### src/hdl/irs_pkg.sv
package irs_pkg;
  // ==========================================================
  // timing
  localparam int unsigned CLK_HZ       = 200_000_000;
  localparam int unsigned LINK_BAUD    = 9600;
  localparam int unsigned BIT_CYCLES   = (CLK_HZ + LINK_BAUD - 1) / LINK_BAUD;
  localparam int unsigned SILENCE_S    = 10;
  localparam int unsigned SILENCE_BITS = SILENCE_S * LINK_BAUD;

  // ==========================================================
  // buffers
  localparam int unsigned HOST_BUF_DEPTH = 29;
  localparam int unsigned HOST_CTS_LEVEL = 23;
  localparam int unsigned IR_BLOCK_BYTES = 64;

  // ==========================================================
  // decoded frames from the primary
  localparam logic [3:0] F_XID     = 4'h1;  // numbered discovery packet
  localparam logic [3:0] F_XID_END = 4'h2;  // unnumbered identification packet
  localparam logic [3:0] F_PARAM   = 4'h3;  // parameter proposal
  localparam logic [3:0] F_IAS     = 4'h4;  // information query, slot = query index
  localparam logic [3:0] F_POLL    = 4'h5;  // supervisory poll
  localparam logic [3:0] F_DATA    = 4'h6;  // information frame
  localparam logic [3:0] F_CLOSE   = 4'h7;  // close link

  // ==========================================================
  // responses to the primary
  localparam logic [3:0] R_XID      = 4'h1;
  localparam logic [3:0] R_PARAM    = 4'h2;
  localparam logic [3:0] R_IAS_NAME = 4'h3;
  localparam logic [3:0] R_IAS_ADDR = 4'h4;
  localparam logic [3:0] R_IAS_CAPS = 4'h5;
  localparam logic [3:0] R_READY    = 4'h6;
  localparam logic [3:0] R_DATA     = 4'h7;
  localparam logic [3:0] R_REJECT   = 4'h8;
  localparam logic [3:0] R_CLOSE_OK = 4'h9;

  localparam logic [2:0] IAS_Q_NAME = 3'h0;
  localparam logic [2:0] IAS_Q_ADDR = 3'h1;

  // parameter values; all but TURN_PARAM are carried in responses
  localparam logic [7:0] RATE_9600       = 8'h02;
  localparam logic [7:0] TURN_PARAM      = 8'h01;
  localparam logic [7:0] SERVICE_NAME    = 8'h5a;  // arbitrary value
  localparam logic [7:0] SERVICE_ADDR    = 8'h01;
  localparam logic [7:0] IAS_CLASS_MODEM = 8'h01;

  // ==========================================================
  // states
  typedef enum logic [2:0] {
    L_DISC      = 3'b001,
    L_DISCOVERY = 3'b010,
    L_CONN      = 3'b100
  } irs_link_e;

  typedef enum logic [2:0] {
    T_IDLE = 3'b001,
    T_TURN = 3'b010,
    T_DATA = 3'b100
  } irs_tx_e;
endpackage

### src/hdl/irs_byte_buf.sv
`timescale 1ns/1ps
`default_nettype none
module irs_byte_buf #(
  parameter int unsigned WIDTH = 8,
  parameter int unsigned DEPTH = 29,
  parameter int unsigned AW    = 5
) (
  // clock and reset
  input  wire logic             mclk,
  input  wire logic             resetn,
  // write port
  input  wire logic             wrEn,
  input  wire logic [AW-1:0]    wrAddr,
  input  wire logic [WIDTH-1:0] wrData,
  // read port, data one cycle after address
  input  wire logic [AW-1:0]    rdAddr,
  output logic      [WIDTH-1:0] rdData
);
  logic [WIDTH-1:0] mem [DEPTH];

  always_ff @(posedge mclk) begin
    if (wrEn) begin
      mem[wrAddr] <= wrData;
    end
  end

  always_ff @(posedge mclk or negedge resetn) begin
    if (!resetn) begin
      rdData <= '0;
    end else begin
      rdData <= mem[rdAddr];
    end
  end
endmodule
`default_nettype wire

### src/hdl/irs_link_fsm.sv
`timescale 1ns/1ps
`default_nettype none
module irs_link_fsm #(
  parameter int unsigned BIT_CYCLES   = irs_pkg::BIT_CYCLES,
  parameter int unsigned SILENCE_BITS = irs_pkg::SILENCE_BITS
) (
  // clock and reset
  input  wire logic       mclk,
  input  wire logic       resetn,
  // decoded frames from the primary
  input  wire logic       frameValid,
  input  wire logic [3:0] frameKind,
  input  wire logic [2:0] frameSlot,
  input  wire logic       frameGood,
  input  wire logic       frameAck,
  input  wire logic       irByteValid,
  input  wire logic [7:0] irByte,
  // responses to the primary
  input  wire logic       irTxReady,
  output logic            respValid,
  output logic      [3:0] respKind,
  output logic      [7:0] respParam,
  output logic            respByteValid,
  output logic      [7:0] respByte,
  output logic            respLast,
  // host uart side
  input  wire logic       hostRxValid,
  input  wire logic [7:0] hostRxData,
  output logic            cts,
  output logic            hostTxValid,
  output logic      [7:0] hostTxData,
  // status
  output logic      [2:0] linkPhase,
  output logic      [7:0] linkRate
);
  // ==========================================================
  // bit-time divider, restarted by every frame
  logic [15:0] divCnt, next_divCnt;
  logic        tick, next_tick;

  always_comb begin
    next_tick   = 1'b0;
    next_divCnt = divCnt + 16'h0001;
    if (frameValid || divCnt == 16'(BIT_CYCLES - 1)) begin
      next_divCnt = '0;
      next_tick   = !frameValid;
    end
  end

  always_ff @(posedge mclk or negedge resetn) begin
    if (!resetn) begin
      divCnt <= '0;
      tick   <= 1'b0;
    end else begin
      divCnt <= next_divCnt;
      tick   <= next_tick;
    end
  end

  // ==========================================================
  // link state
  irs_pkg::irs_link_e linkState, next_linkState;
  irs_pkg::irs_tx_e   txState, next_txState;
  logic        xidSent, next_xidSent;
  logic        pending, next_pending;
  logic [4:0]  wrCount, next_wrCount;
  logic [31:0] silence, next_silence;
  logic [6:0]  irCount, next_irCount;
  logic        next_cts, next_hostTxValid;
  logic [7:0]  next_hostTxData;
  logic        reqValid, bufWr;
  logic [3:0]  reqKind;
  logic [7:0]  reqParam;
  logic [4:0]  liveCount;

  always_comb begin
    next_linkState   = linkState;
    next_xidSent     = xidSent;
    next_pending     = pending;
    next_wrCount     = wrCount;
    next_silence     = silence;
    next_irCount     = irCount;
    next_hostTxValid = 1'b0;
    next_hostTxData  = hostTxData;
    reqValid         = 1'b0;
    reqKind          = irs_pkg::R_READY;
    reqParam         = '0;
    liveCount        = (frameAck && pending) ? 5'h00 : wrCount;
    bufWr            = 1'b0;
    if (tick && linkState != irs_pkg::L_DISC) begin
      next_silence = silence + 32'h1;
    end
    if (frameValid) begin
      next_silence = '0;
      next_irCount = '0;
    end
    unique case (linkState)
      irs_pkg::L_DISC: begin
        next_pending = 1'b0;
        next_wrCount = '0;
        if (frameValid && frameKind == irs_pkg::F_XID) begin
          if (frameSlot == 3'h0) begin
            reqValid     = 1'b1;
            reqKind      = irs_pkg::R_XID;
            reqParam     = irs_pkg::RATE_9600;
            next_xidSent = 1'b1;
          end
        end else if (frameValid && frameKind == irs_pkg::F_XID_END) begin
          if (xidSent) begin
            next_linkState = irs_pkg::L_DISCOVERY;
          end
          next_xidSent = 1'b0;
        end
      end
      irs_pkg::L_DISCOVERY: begin
        if (frameValid) begin
          unique case (frameKind)
            irs_pkg::F_PARAM: begin
              reqValid = 1'b1;
              reqKind  = irs_pkg::R_PARAM;
              reqParam = irs_pkg::RATE_9600;
            end
            irs_pkg::F_IAS: begin
              reqValid = 1'b1;
              if (frameSlot == irs_pkg::IAS_Q_NAME) begin
                reqKind  = irs_pkg::R_IAS_NAME;
                reqParam = irs_pkg::SERVICE_NAME;
              end else if (frameSlot == irs_pkg::IAS_Q_ADDR) begin
                reqKind  = irs_pkg::R_IAS_ADDR;
                reqParam = irs_pkg::SERVICE_ADDR;
              end else begin
                reqKind  = irs_pkg::R_IAS_CAPS;
                reqParam = irs_pkg::IAS_CLASS_MODEM;
              end
            end
            irs_pkg::F_POLL: begin
              reqValid       = 1'b1;
              next_linkState = irs_pkg::L_CONN;
            end
            irs_pkg::F_CLOSE: begin
              reqValid       = 1'b1;
              reqKind        = irs_pkg::R_CLOSE_OK;
              next_linkState = irs_pkg::L_DISC;
            end
            default: begin
            end
          endcase
        end
      end
      irs_pkg::L_CONN: begin
        // host bytes are taken only while no block awaits acknowledgement
        if (hostRxValid && !pending && wrCount < 5'(irs_pkg::HOST_BUF_DEPTH)) begin
          bufWr        = 1'b1;
          next_wrCount = wrCount + 5'h01;
        end
        if (irByteValid && irCount < 7'(irs_pkg::IR_BLOCK_BYTES)) begin
          next_irCount     = irCount + 7'h01;
          next_hostTxValid = 1'b1;
          next_hostTxData  = irByte;
        end
        if (frameValid) begin
          reqValid = 1'b1;
          if (frameKind == irs_pkg::F_CLOSE) begin
            reqKind        = irs_pkg::R_CLOSE_OK;
            next_linkState = irs_pkg::L_DISC;
          end else if (frameKind == irs_pkg::F_DATA && !frameGood) begin
            reqKind = irs_pkg::R_REJECT;
          end else begin
            if (frameAck && pending) begin
              next_pending = 1'b0;
              next_wrCount = bufWr ? 5'h01 : 5'h00;
            end
            if (liveCount != 5'h00) begin
              reqKind      = irs_pkg::R_DATA;
              next_pending = 1'b1;
            end
          end
        end
      end
    endcase
    if (linkState != irs_pkg::L_DISC && silence >= SILENCE_BITS) begin
      next_linkState = irs_pkg::L_DISC;
    end
    next_cts = !(next_linkState == irs_pkg::L_CONN && !next_pending
                 && next_wrCount < 5'(irs_pkg::HOST_CTS_LEVEL));
  end

  always_ff @(posedge mclk or negedge resetn) begin
    if (!resetn) begin
      linkState   <= irs_pkg::L_DISC;
      xidSent     <= 1'b0;
      pending     <= 1'b0;
      wrCount     <= '0;
      silence     <= '0;
      irCount     <= '0;
      cts         <= 1'b1;
      hostTxValid <= 1'b0;
      hostTxData  <= '0;
    end else begin
      linkState   <= next_linkState;
      xidSent     <= next_xidSent;
      pending     <= next_pending;
      wrCount     <= next_wrCount;
      silence     <= next_silence;
      irCount     <= next_irCount;
      cts         <= next_cts;
      hostTxValid <= next_hostTxValid;
      hostTxData  <= next_hostTxData;
    end
  end

  assign linkPhase = linkState;
  assign linkRate  = irs_pkg::RATE_9600;

  // ==========================================================
  // response sender
  logic [4:0] rdIdx, next_rdIdx;
  logic [7:0] rdData;
  logic [3:0] txKind, next_txKind;
  logic [7:0] txParam, next_txParam;
  logic       next_respValid, next_respByteValid, next_respLast;
  logic [7:0] next_respByte;

  always_comb begin
    next_txState       = txState;
    next_txKind        = txKind;
    next_txParam       = txParam;
    next_rdIdx         = rdIdx;
    next_respValid     = 1'b0;
    next_respByteValid = 1'b0;
    next_respLast      = 1'b0;
    next_respByte      = respByte;
    unique case (txState)
      irs_pkg::T_IDLE: begin
        if (reqValid) begin
          next_txState = irs_pkg::T_TURN;
          next_txKind  = reqKind;
          next_txParam = reqParam;
        end
      end
      irs_pkg::T_TURN: begin
        // a frame ending restarts the divider, so this waits a full bit
        if (tick) begin
          next_respValid = 1'b1;
          next_rdIdx     = '0;
          next_txState   = (txKind == irs_pkg::R_DATA) ? irs_pkg::T_DATA : irs_pkg::T_IDLE;
        end
      end
      irs_pkg::T_DATA: begin
        if (irTxReady && !respByteValid && !respValid) begin
          next_respByteValid = 1'b1;
          next_respByte      = rdData;
          next_rdIdx         = rdIdx + 5'h01;
          if (rdIdx == wrCount - 5'h01) begin
            next_respLast = 1'b1;
            next_txState  = irs_pkg::T_IDLE;
          end
        end
      end
    endcase
  end

  always_ff @(posedge mclk or negedge resetn) begin
    if (!resetn) begin
      txState       <= irs_pkg::T_IDLE;
      txKind        <= '0;
      txParam       <= '0;
      rdIdx         <= '0;
      respValid     <= 1'b0;
      respByteValid <= 1'b0;
      respLast      <= 1'b0;
      respByte      <= '0;
    end else begin
      txState       <= next_txState;
      txKind        <= next_txKind;
      txParam       <= next_txParam;
      rdIdx         <= next_rdIdx;
      respValid     <= next_respValid;
      respByteValid <= next_respByteValid;
      respLast      <= next_respLast;
      respByte      <= next_respByte;
    end
  end

  assign respKind  = txKind;
  assign respParam = txParam;

  irs_byte_buf #(
    .WIDTH (8),
    .DEPTH (irs_pkg::HOST_BUF_DEPTH),
    .AW    (5)
  ) hostBuf (
    .mclk   (mclk),
    .resetn (resetn),
    .wrEn   (bufWr),
    .wrAddr (wrCount),
    .wrData (hostRxData),
    .rdAddr (next_rdIdx),
    .rdData (rdData)
  );
endmodule
`default_nettype wire

### config.mk
export PLATFORM = sky130hd
export DESIGN_NAME = irs_link_fsm
export DESIGN_NICKNAME = d
export VERILOG_FILES = /design/src/hdl/irs_pkg.sv /design/src/hdl/irs_byte_buf.sv /design/src/hdl/irs_link_fsm.sv
export SDC_FILE = /design/constraint.sdc
export NUM_CORES = 1
export LEC_CHECK = 0
export BUFFER_PORTS_ARGS = -buffer_cell sky130_fd_sc_hd__clkbuf_2
export CORE_MARGIN = 2
export CORE_UTILIZATION = 55
export CTS_CLUSTER_SIZE = 12
export DETAILED_ROUTE_END_ITERATION = 8
export GPL_TIMING_DRIVEN = 0
export PLACE_DENSITY = 0.75
export REMOVE_ABC_BUFFERS = 1
export SETUP_SLACK_MARGIN = 0.4
export SLEW_MARGIN = 10
export SYNTH_ARGS = -nofsm -noshare
export SYNTH_HDL_FRONTEND = slang
export SYNTH_HIERARCHICAL = 1
export SYNTH_SLANG_ARGS = --single-unit
### constraint.sdc
create_clock -name mclk -period 4.3 [get_ports mclk]
set_input_delay 0.86 -clock mclk [delete_from_list [all_inputs] [get_ports mclk]]
set_output_delay 0.86 -clock mclk [all_outputs]
set_load 0.01 [all_outputs]
# Word-level counts from Yosys, hierarchy flattened
# Memory sizes are Yosys's and may differ from the RTL's. A register that Yosys moved wholly into a read port is not among the register bits.
# Cells that the tools add are included.
[totals] output_inout_bits=44 mem_bits_rw=232 inputBits=31 wordCells=165 register_bits=107 n_memories=1
[classes] eq_ne=24 magnitude_cmp=4 n_addsub=6 reduce_logical=32 mux=79
[mem_list] name="hostBuf.mem" depth=29 width=8 read_ports=1 rd_clocked_by_memory_dff=1 write_ports=1 line="irs_byte_buf.sv:19" text="logic [WIDTH-1:0] mem [DEPTH];"
[op_table] operator="$mux W32" count=2
[op_table] operator="$mux W3" count=15
[op_table] operator="$mux W5" count=8
[op_table] operator="$mux W7" count=5
[op_table] operator="$add A32 B1 Y32 const B" count=1
[op_table] operator="$ge A32 B17 Y1 const B" count=1
[op_table] operator="$mux W1" count=31
[op_table] operator="$pmux W7 S2" count=2
[op_table] operator="$pmux W4 S3" count=2
[op_table] operator="$eq A4 B3 Y1 const B" count=5
[op_table] operator="$pmux W5 S2" count=2
[op_table] operator="$pmux W3 S3" count=2
[op_table] operator="$add A16 B1 Y16 const B" count=1
[op_table] operator="$eq A16 B15 Y1 const B" count=1
[op_table] operator="$mux W16" count=1
[op_table] operator="$mux W4" count=4
[op_table] operator="$logic_and A1 B1 Y1" count=13
[op_table] operator="$add A5 B1 Y5 const B" count=2
[op_table] operator="$lt A5 B5 Y1 const B" count=2
[op_table] operator="$eq A3 B1 Y1 const B" count=3
[op_table] operator="$eq A3 B3 Y1 const B" count=3
[op_table] operator="$eq A4 B2 Y1 const B" count=2
[op_table] operator="$logic_not A1 Y1" count=8
[op_table] operator="$ne A2 B2 Y1 const B" count=4
[op_table] operator="20 further kinds" count=25

# Logic depth before layout (Yosys ltp)
[logic_depth] ltp_word=14 depth_mapped=13 depth_no_buf=10

# Hierarchy
# Netlist, hierarchy kept.
[modules_own_cells] mod="irs_byte_buf" area_each_um2=9360.2 cells_each=468 seq_area_each_um2=7166.9 instances=1
[modules_own_cells] mod="irs_link_fsm" area_each_um2=5396.4 cells_each=579 seq_area_each_um2=2556.2 instances=1

# Worst setup path before layout
# Ideal clock, no wire load.
[synth_path] path_kind="input -> register" from="in irTxReady" to="reg hostBuf.rdData[4] (read register of hostBuf.mem)" t_arrival_ps=2871 stages=9 path_buffers=2 setup_ps=124 setup_slack_ps=1305 required_time_ps=4176 cell_sequence="inv_1 nor3_1 nand4_1 o31ai_1 buf_4 clkbuf_1 mux4_2 a22oi_1 a21oi_1"
[synth_via] elab_chain_len=4
[synth_lines] item="from (decl)" line="irs_link_fsm.sv:19" text="input wire logic irTxReady,"
[synth_lines] item="$logic_and A1 B1 Y1 (2 in series)" line="irs_link_fsm.sv:250" text="if (irTxReady && !respByteValid && !respValid) begin"
[synth_lines] item="$mux W5" line="irs_link_fsm.sv:250"
[synth_lines] item="$pmux W5 S2" line="irs_link_fsm.sv:233" text="unique case (txState)"
[synth_lines] item="named net next_rdIdx[3]" line="irs_link_fsm.sv:217" text="logic [4:0] rdIdx, next_rdIdx;"
[synth_lines] item="to (decl)" line="irs_byte_buf.sv:17" text="output logic [WIDTH-1:0] rdData"
# The timed path passes the listed nets, and every way through them passes these cells.
# A chain may end at the register's enable or synchronous reset.

# Worst setup path in the final report
[layout_path] from="in irTxReady" to="reg hostBuf.rdData[2] (read register of hostBuf.mem)"
# The elaborated chain is that of the path after synthesis.

==> results.md <==
- Worst vdd ir: ~0.00025 V
- Worst slew pin tran: 0.9351 ns
- Post-Place Setup Slack: between 0.3 and 0.4 ns
- Inst Count DP: 1406
- First-pass DRT Iterations: 5
- I/O Pins: 75
- Clk slew on worst S/H paths: 0.06 ns
- Placed Area: between 15000 and 20000 µm²
- Fmax: 287.1 MHz
- Die Span Y: 167.8 µm
- Static Leak: ~5.9 nW
- Register area share after synthesis: between 60% and 70%
- Setup TNS: 0 ns
- Multi-input logic area: 4661 µm²
- Total core area: around 26000 µm²
- Fraction of registers with async set/reset: roughly a third
- Reg power frac: between 50 and 60%
- CTS tree: built
- Fillcell total: ~1900
- Post-DP HPWL: 18590 µm
- Synthesis-to-finish area growth: 11.05%
- Number of flops mapped to enable cells by yosys: approximately 230
- Worst skew pair latency: approximately 0.51 ns
- Power consumption: approximately 6.6 mW
- Internal power: 5.219 mW
- DR WL/cell: ~20 µm
- CTS resizes: 0
- # DRC: 0
- Post-Layout Cell Count: roughly 1500
- Largest fanout on the critical path: 19
- Num rows: 59
- Iter 0 DRT Violations: ~800
- Rel. slew slack: 37.66%
- Initial Util: a little under three fifths
- Vias in the first global route: roughly 8500
- H-tree levels: 2
- Final instance area: ~16000 µm²
- Post-DRT Antenna Nets: 0
- First-pass GRT wire length: approximately 47000 µm
- Post-synthesis cell area: between 10000 and 15000 µm²
- Detailed Route WL: a little under 30000 µm
- Sw power: between 1 and 1.5 mW
- Cts hold-fix bufs: 0
- Synth Flop Type: edfxtp_1
- RSZ-0062 raised after global routing: no
- Via/cell ratio: around 5.9
- Most common cell after layout, fill and taps aside: edfxtp_1
- I/O Buffers: 63
- Pwr dens: ~400 nW/µm²
- Flop and latch count out of synthesis: 342
- CTS Buf Count: 36
- Hold Path Class: input pin to async pin
- GPL Wtd Cong: between 0.8 and 0.9
- Total grt overflow: 0
- FF+latch area: between 9000 and 10000 µm²
- Unique masters post-synth: between 70 and 80
- Ant diodes: 0
- Layout cells sized above 1: about 17%
- Most frequent cells in the layout: edfxtp_1 (232), nor2_1 (113), dfrtp_1 (107)
- CP required: between 4 and 5 ns
- Post-layout net count: 1148
- Worst setup margin: 0.8166 ns
- Clk pwr share: 42.1%
- Clock Sinks: around 340
- Status: finished clean
- Syn. warnings: 6
- CP Capture Type: register
- Net Sw Frac: 20.57%
- Period utilisation layout: about four fifths
- Avg Inst Size Synth: between 10 and 15 µm²
- Die area: 28160 µm²
- Clock Skew: 0.01682 ns
- Count of pins over their slew limit: 0
- Kind of critical path: input pin to register
- Fin. Hold Viols: 0
- Total number of vias: around 8700
- Largest net degree at the start of global routing: between 50 and 60
- Longest Clk Path Bufs: 3
- Combinational Power Share: around 3.6%
- Global Route Usage Sum: between 20% and 30%
- Critical path arrival: slightly below 4 ns
- Synthesized instance count: about 1000
- Die Width: about 170 µm
- Max cap viols: 0
- Post-CTS setup buffer count: 0
- Period minus WS final: about 3.5 ns
- CTS Root Cell: clkbuf_16
- Final Setup Violations: 0
- Initial antenna violation count: 0
- CP Launch Type: input pin
-- sequential cells by signal, summed over array words and instances (netlist names), 3 cells and up --
register        count
hostBuf/mem       232
divCnt             16
rdIdx               5
wrCount             5
silence            32
respParam           3
linkPhase           3
hostTxData          8
irCount             7
txState             3
respByte            8
hostBuf/rdData      8
respKind            4
-- final timing paths --
check / from / to / slack, ns / cells past startpoint
max in group asynchronous: resetn / txState[0]$_DFFE_PN1P_ / 3.30 / 2
worst max register to register: respByteValid$_DFF_PN0_ / hostBuf/rdData[2]$_DFF_PN0_ / 0.88 / 9
worst min register to register: hostTxData[7]$_DFFE_PN0P_ / hostTxData[7]$_DFFE_PN0P_ / 0.47 / 2
worst min-delay path: resetn / hostTxData[6]$_DFFE_PN0P_ / 0.33 / 1
worst max-delay path: irTxReady / hostBuf/rdData[2]$_DFF_PN0_ / 0.82 / 11
min in group mclk: hostTxData[7]$_DFFE_PN0P_ / hostTxData[7]$_DFFE_PN0P_ / 0.47 / 2
-- power by group through the flow --
stage	sequential, mW	clock, mW	combinational, mW
3_5_place_dp	3.63	0	0.239
4_1_cts	3.56	2.83	0.241
2_1_floorplan	3.62	0	0.119
5_1_grt	3.56	2.95	0.267
6_report	3.56	2.77	0.239
3_3_place_gp	3.63	0	0.236
-- cell type report --
type                            count  share of cell area (%)
Clock buffer                       49                   5.795
Multi-Input combinational cell    642                   28.44
Clock inverter                     11                  0.5421
Timing Repair Buffer               72                   2.985
Tap cell                          335                   2.558
Inverter                           15                  0.3436
Sequential cell                   342                   59.33
-- per-stage QoR --
step           util, %  hold WS, ns
4_1_cts          62.53       0.3337
5_1_grt          62.53       0.3492
3_3_place_gp     57.77       0.4571
2_1_floorplan        -       0.4504
6_report         62.53       0.3250
3_5_place_dp     58.57       0.4621
-- cell usage after synthesis (4+ instances only) --
master	count	share of area (%)
dfrtp_1	107	18
nand3b_1	11	0.56
nor2_1	113	2.9
buf_4	20	1.0
ha_1	8	0.68
nand2b_1	11	0.47
nand4_1	15	0.64
mux2i_1	18	1.2
edfxtp_1	232	47
nand3_1	34	1.2
a22oi_1	16	0.81
mux2_2	26	2.0
mux4_2	30	4.6
o31ai_1	6	0.31
xor2_1	26	1.5
o21ai_0	41	1.4
nor3_1	11	0.37
a21o_1	5	0.25
buf_2	13	0.44
nor2b_1	7	0.30
buf_12	4	0.54
buf_1	4	0.10
mux4_1	10	1.8
a21oi_1	26	0.88
a221oi_1	8	0.47
nor4_1	9	0.38
inv_1	14	0.36
and3_1	20	0.85
xnor2_1	30	1.8
clkbuf_1	13	0.33
and2_1	4	0.17
nand2_1	91	2.3
-- logic make-up after synthesis --
group                    after synthesis  share of synthesized area, %
flip-flops                           342                         65.89
XOR/XNOR                              56                         3.324
buffers and inverters                 72                         3.001
adder cells (fa/ha/maj)                8                        0.6783
AND/OR/NAND/NOR                      355                         11.87
other                                  2                       0.05089
multiplexers                          84                         9.564
AO/OA/AOI/OAI                        128                         5.622
-- per-layer routing --
metal  routed length [µm]  GRT usage [%]  part of all wire [%]
met5                    0              0                     0
met4                  618          6.125                   2.1
met3                 1956          3.761                   6.7
met1                12840          30.52                    44
met2                13700          33.56                    47
-- worst max-delay path, stage by stage --
cell and delay [ns]:
clkbuf_2 0.07, inv_1 0.04, nor3_1 0.49, nand2_1 0.26, o21ai_4 0.42, buf_12 0.25
buf_12 0.20, mux4_1 0.60, a22oi_1 0.28, and3_1 0.26, a21oi_1 0.08
Note: power is estimated with default switching activity, not from simulation.
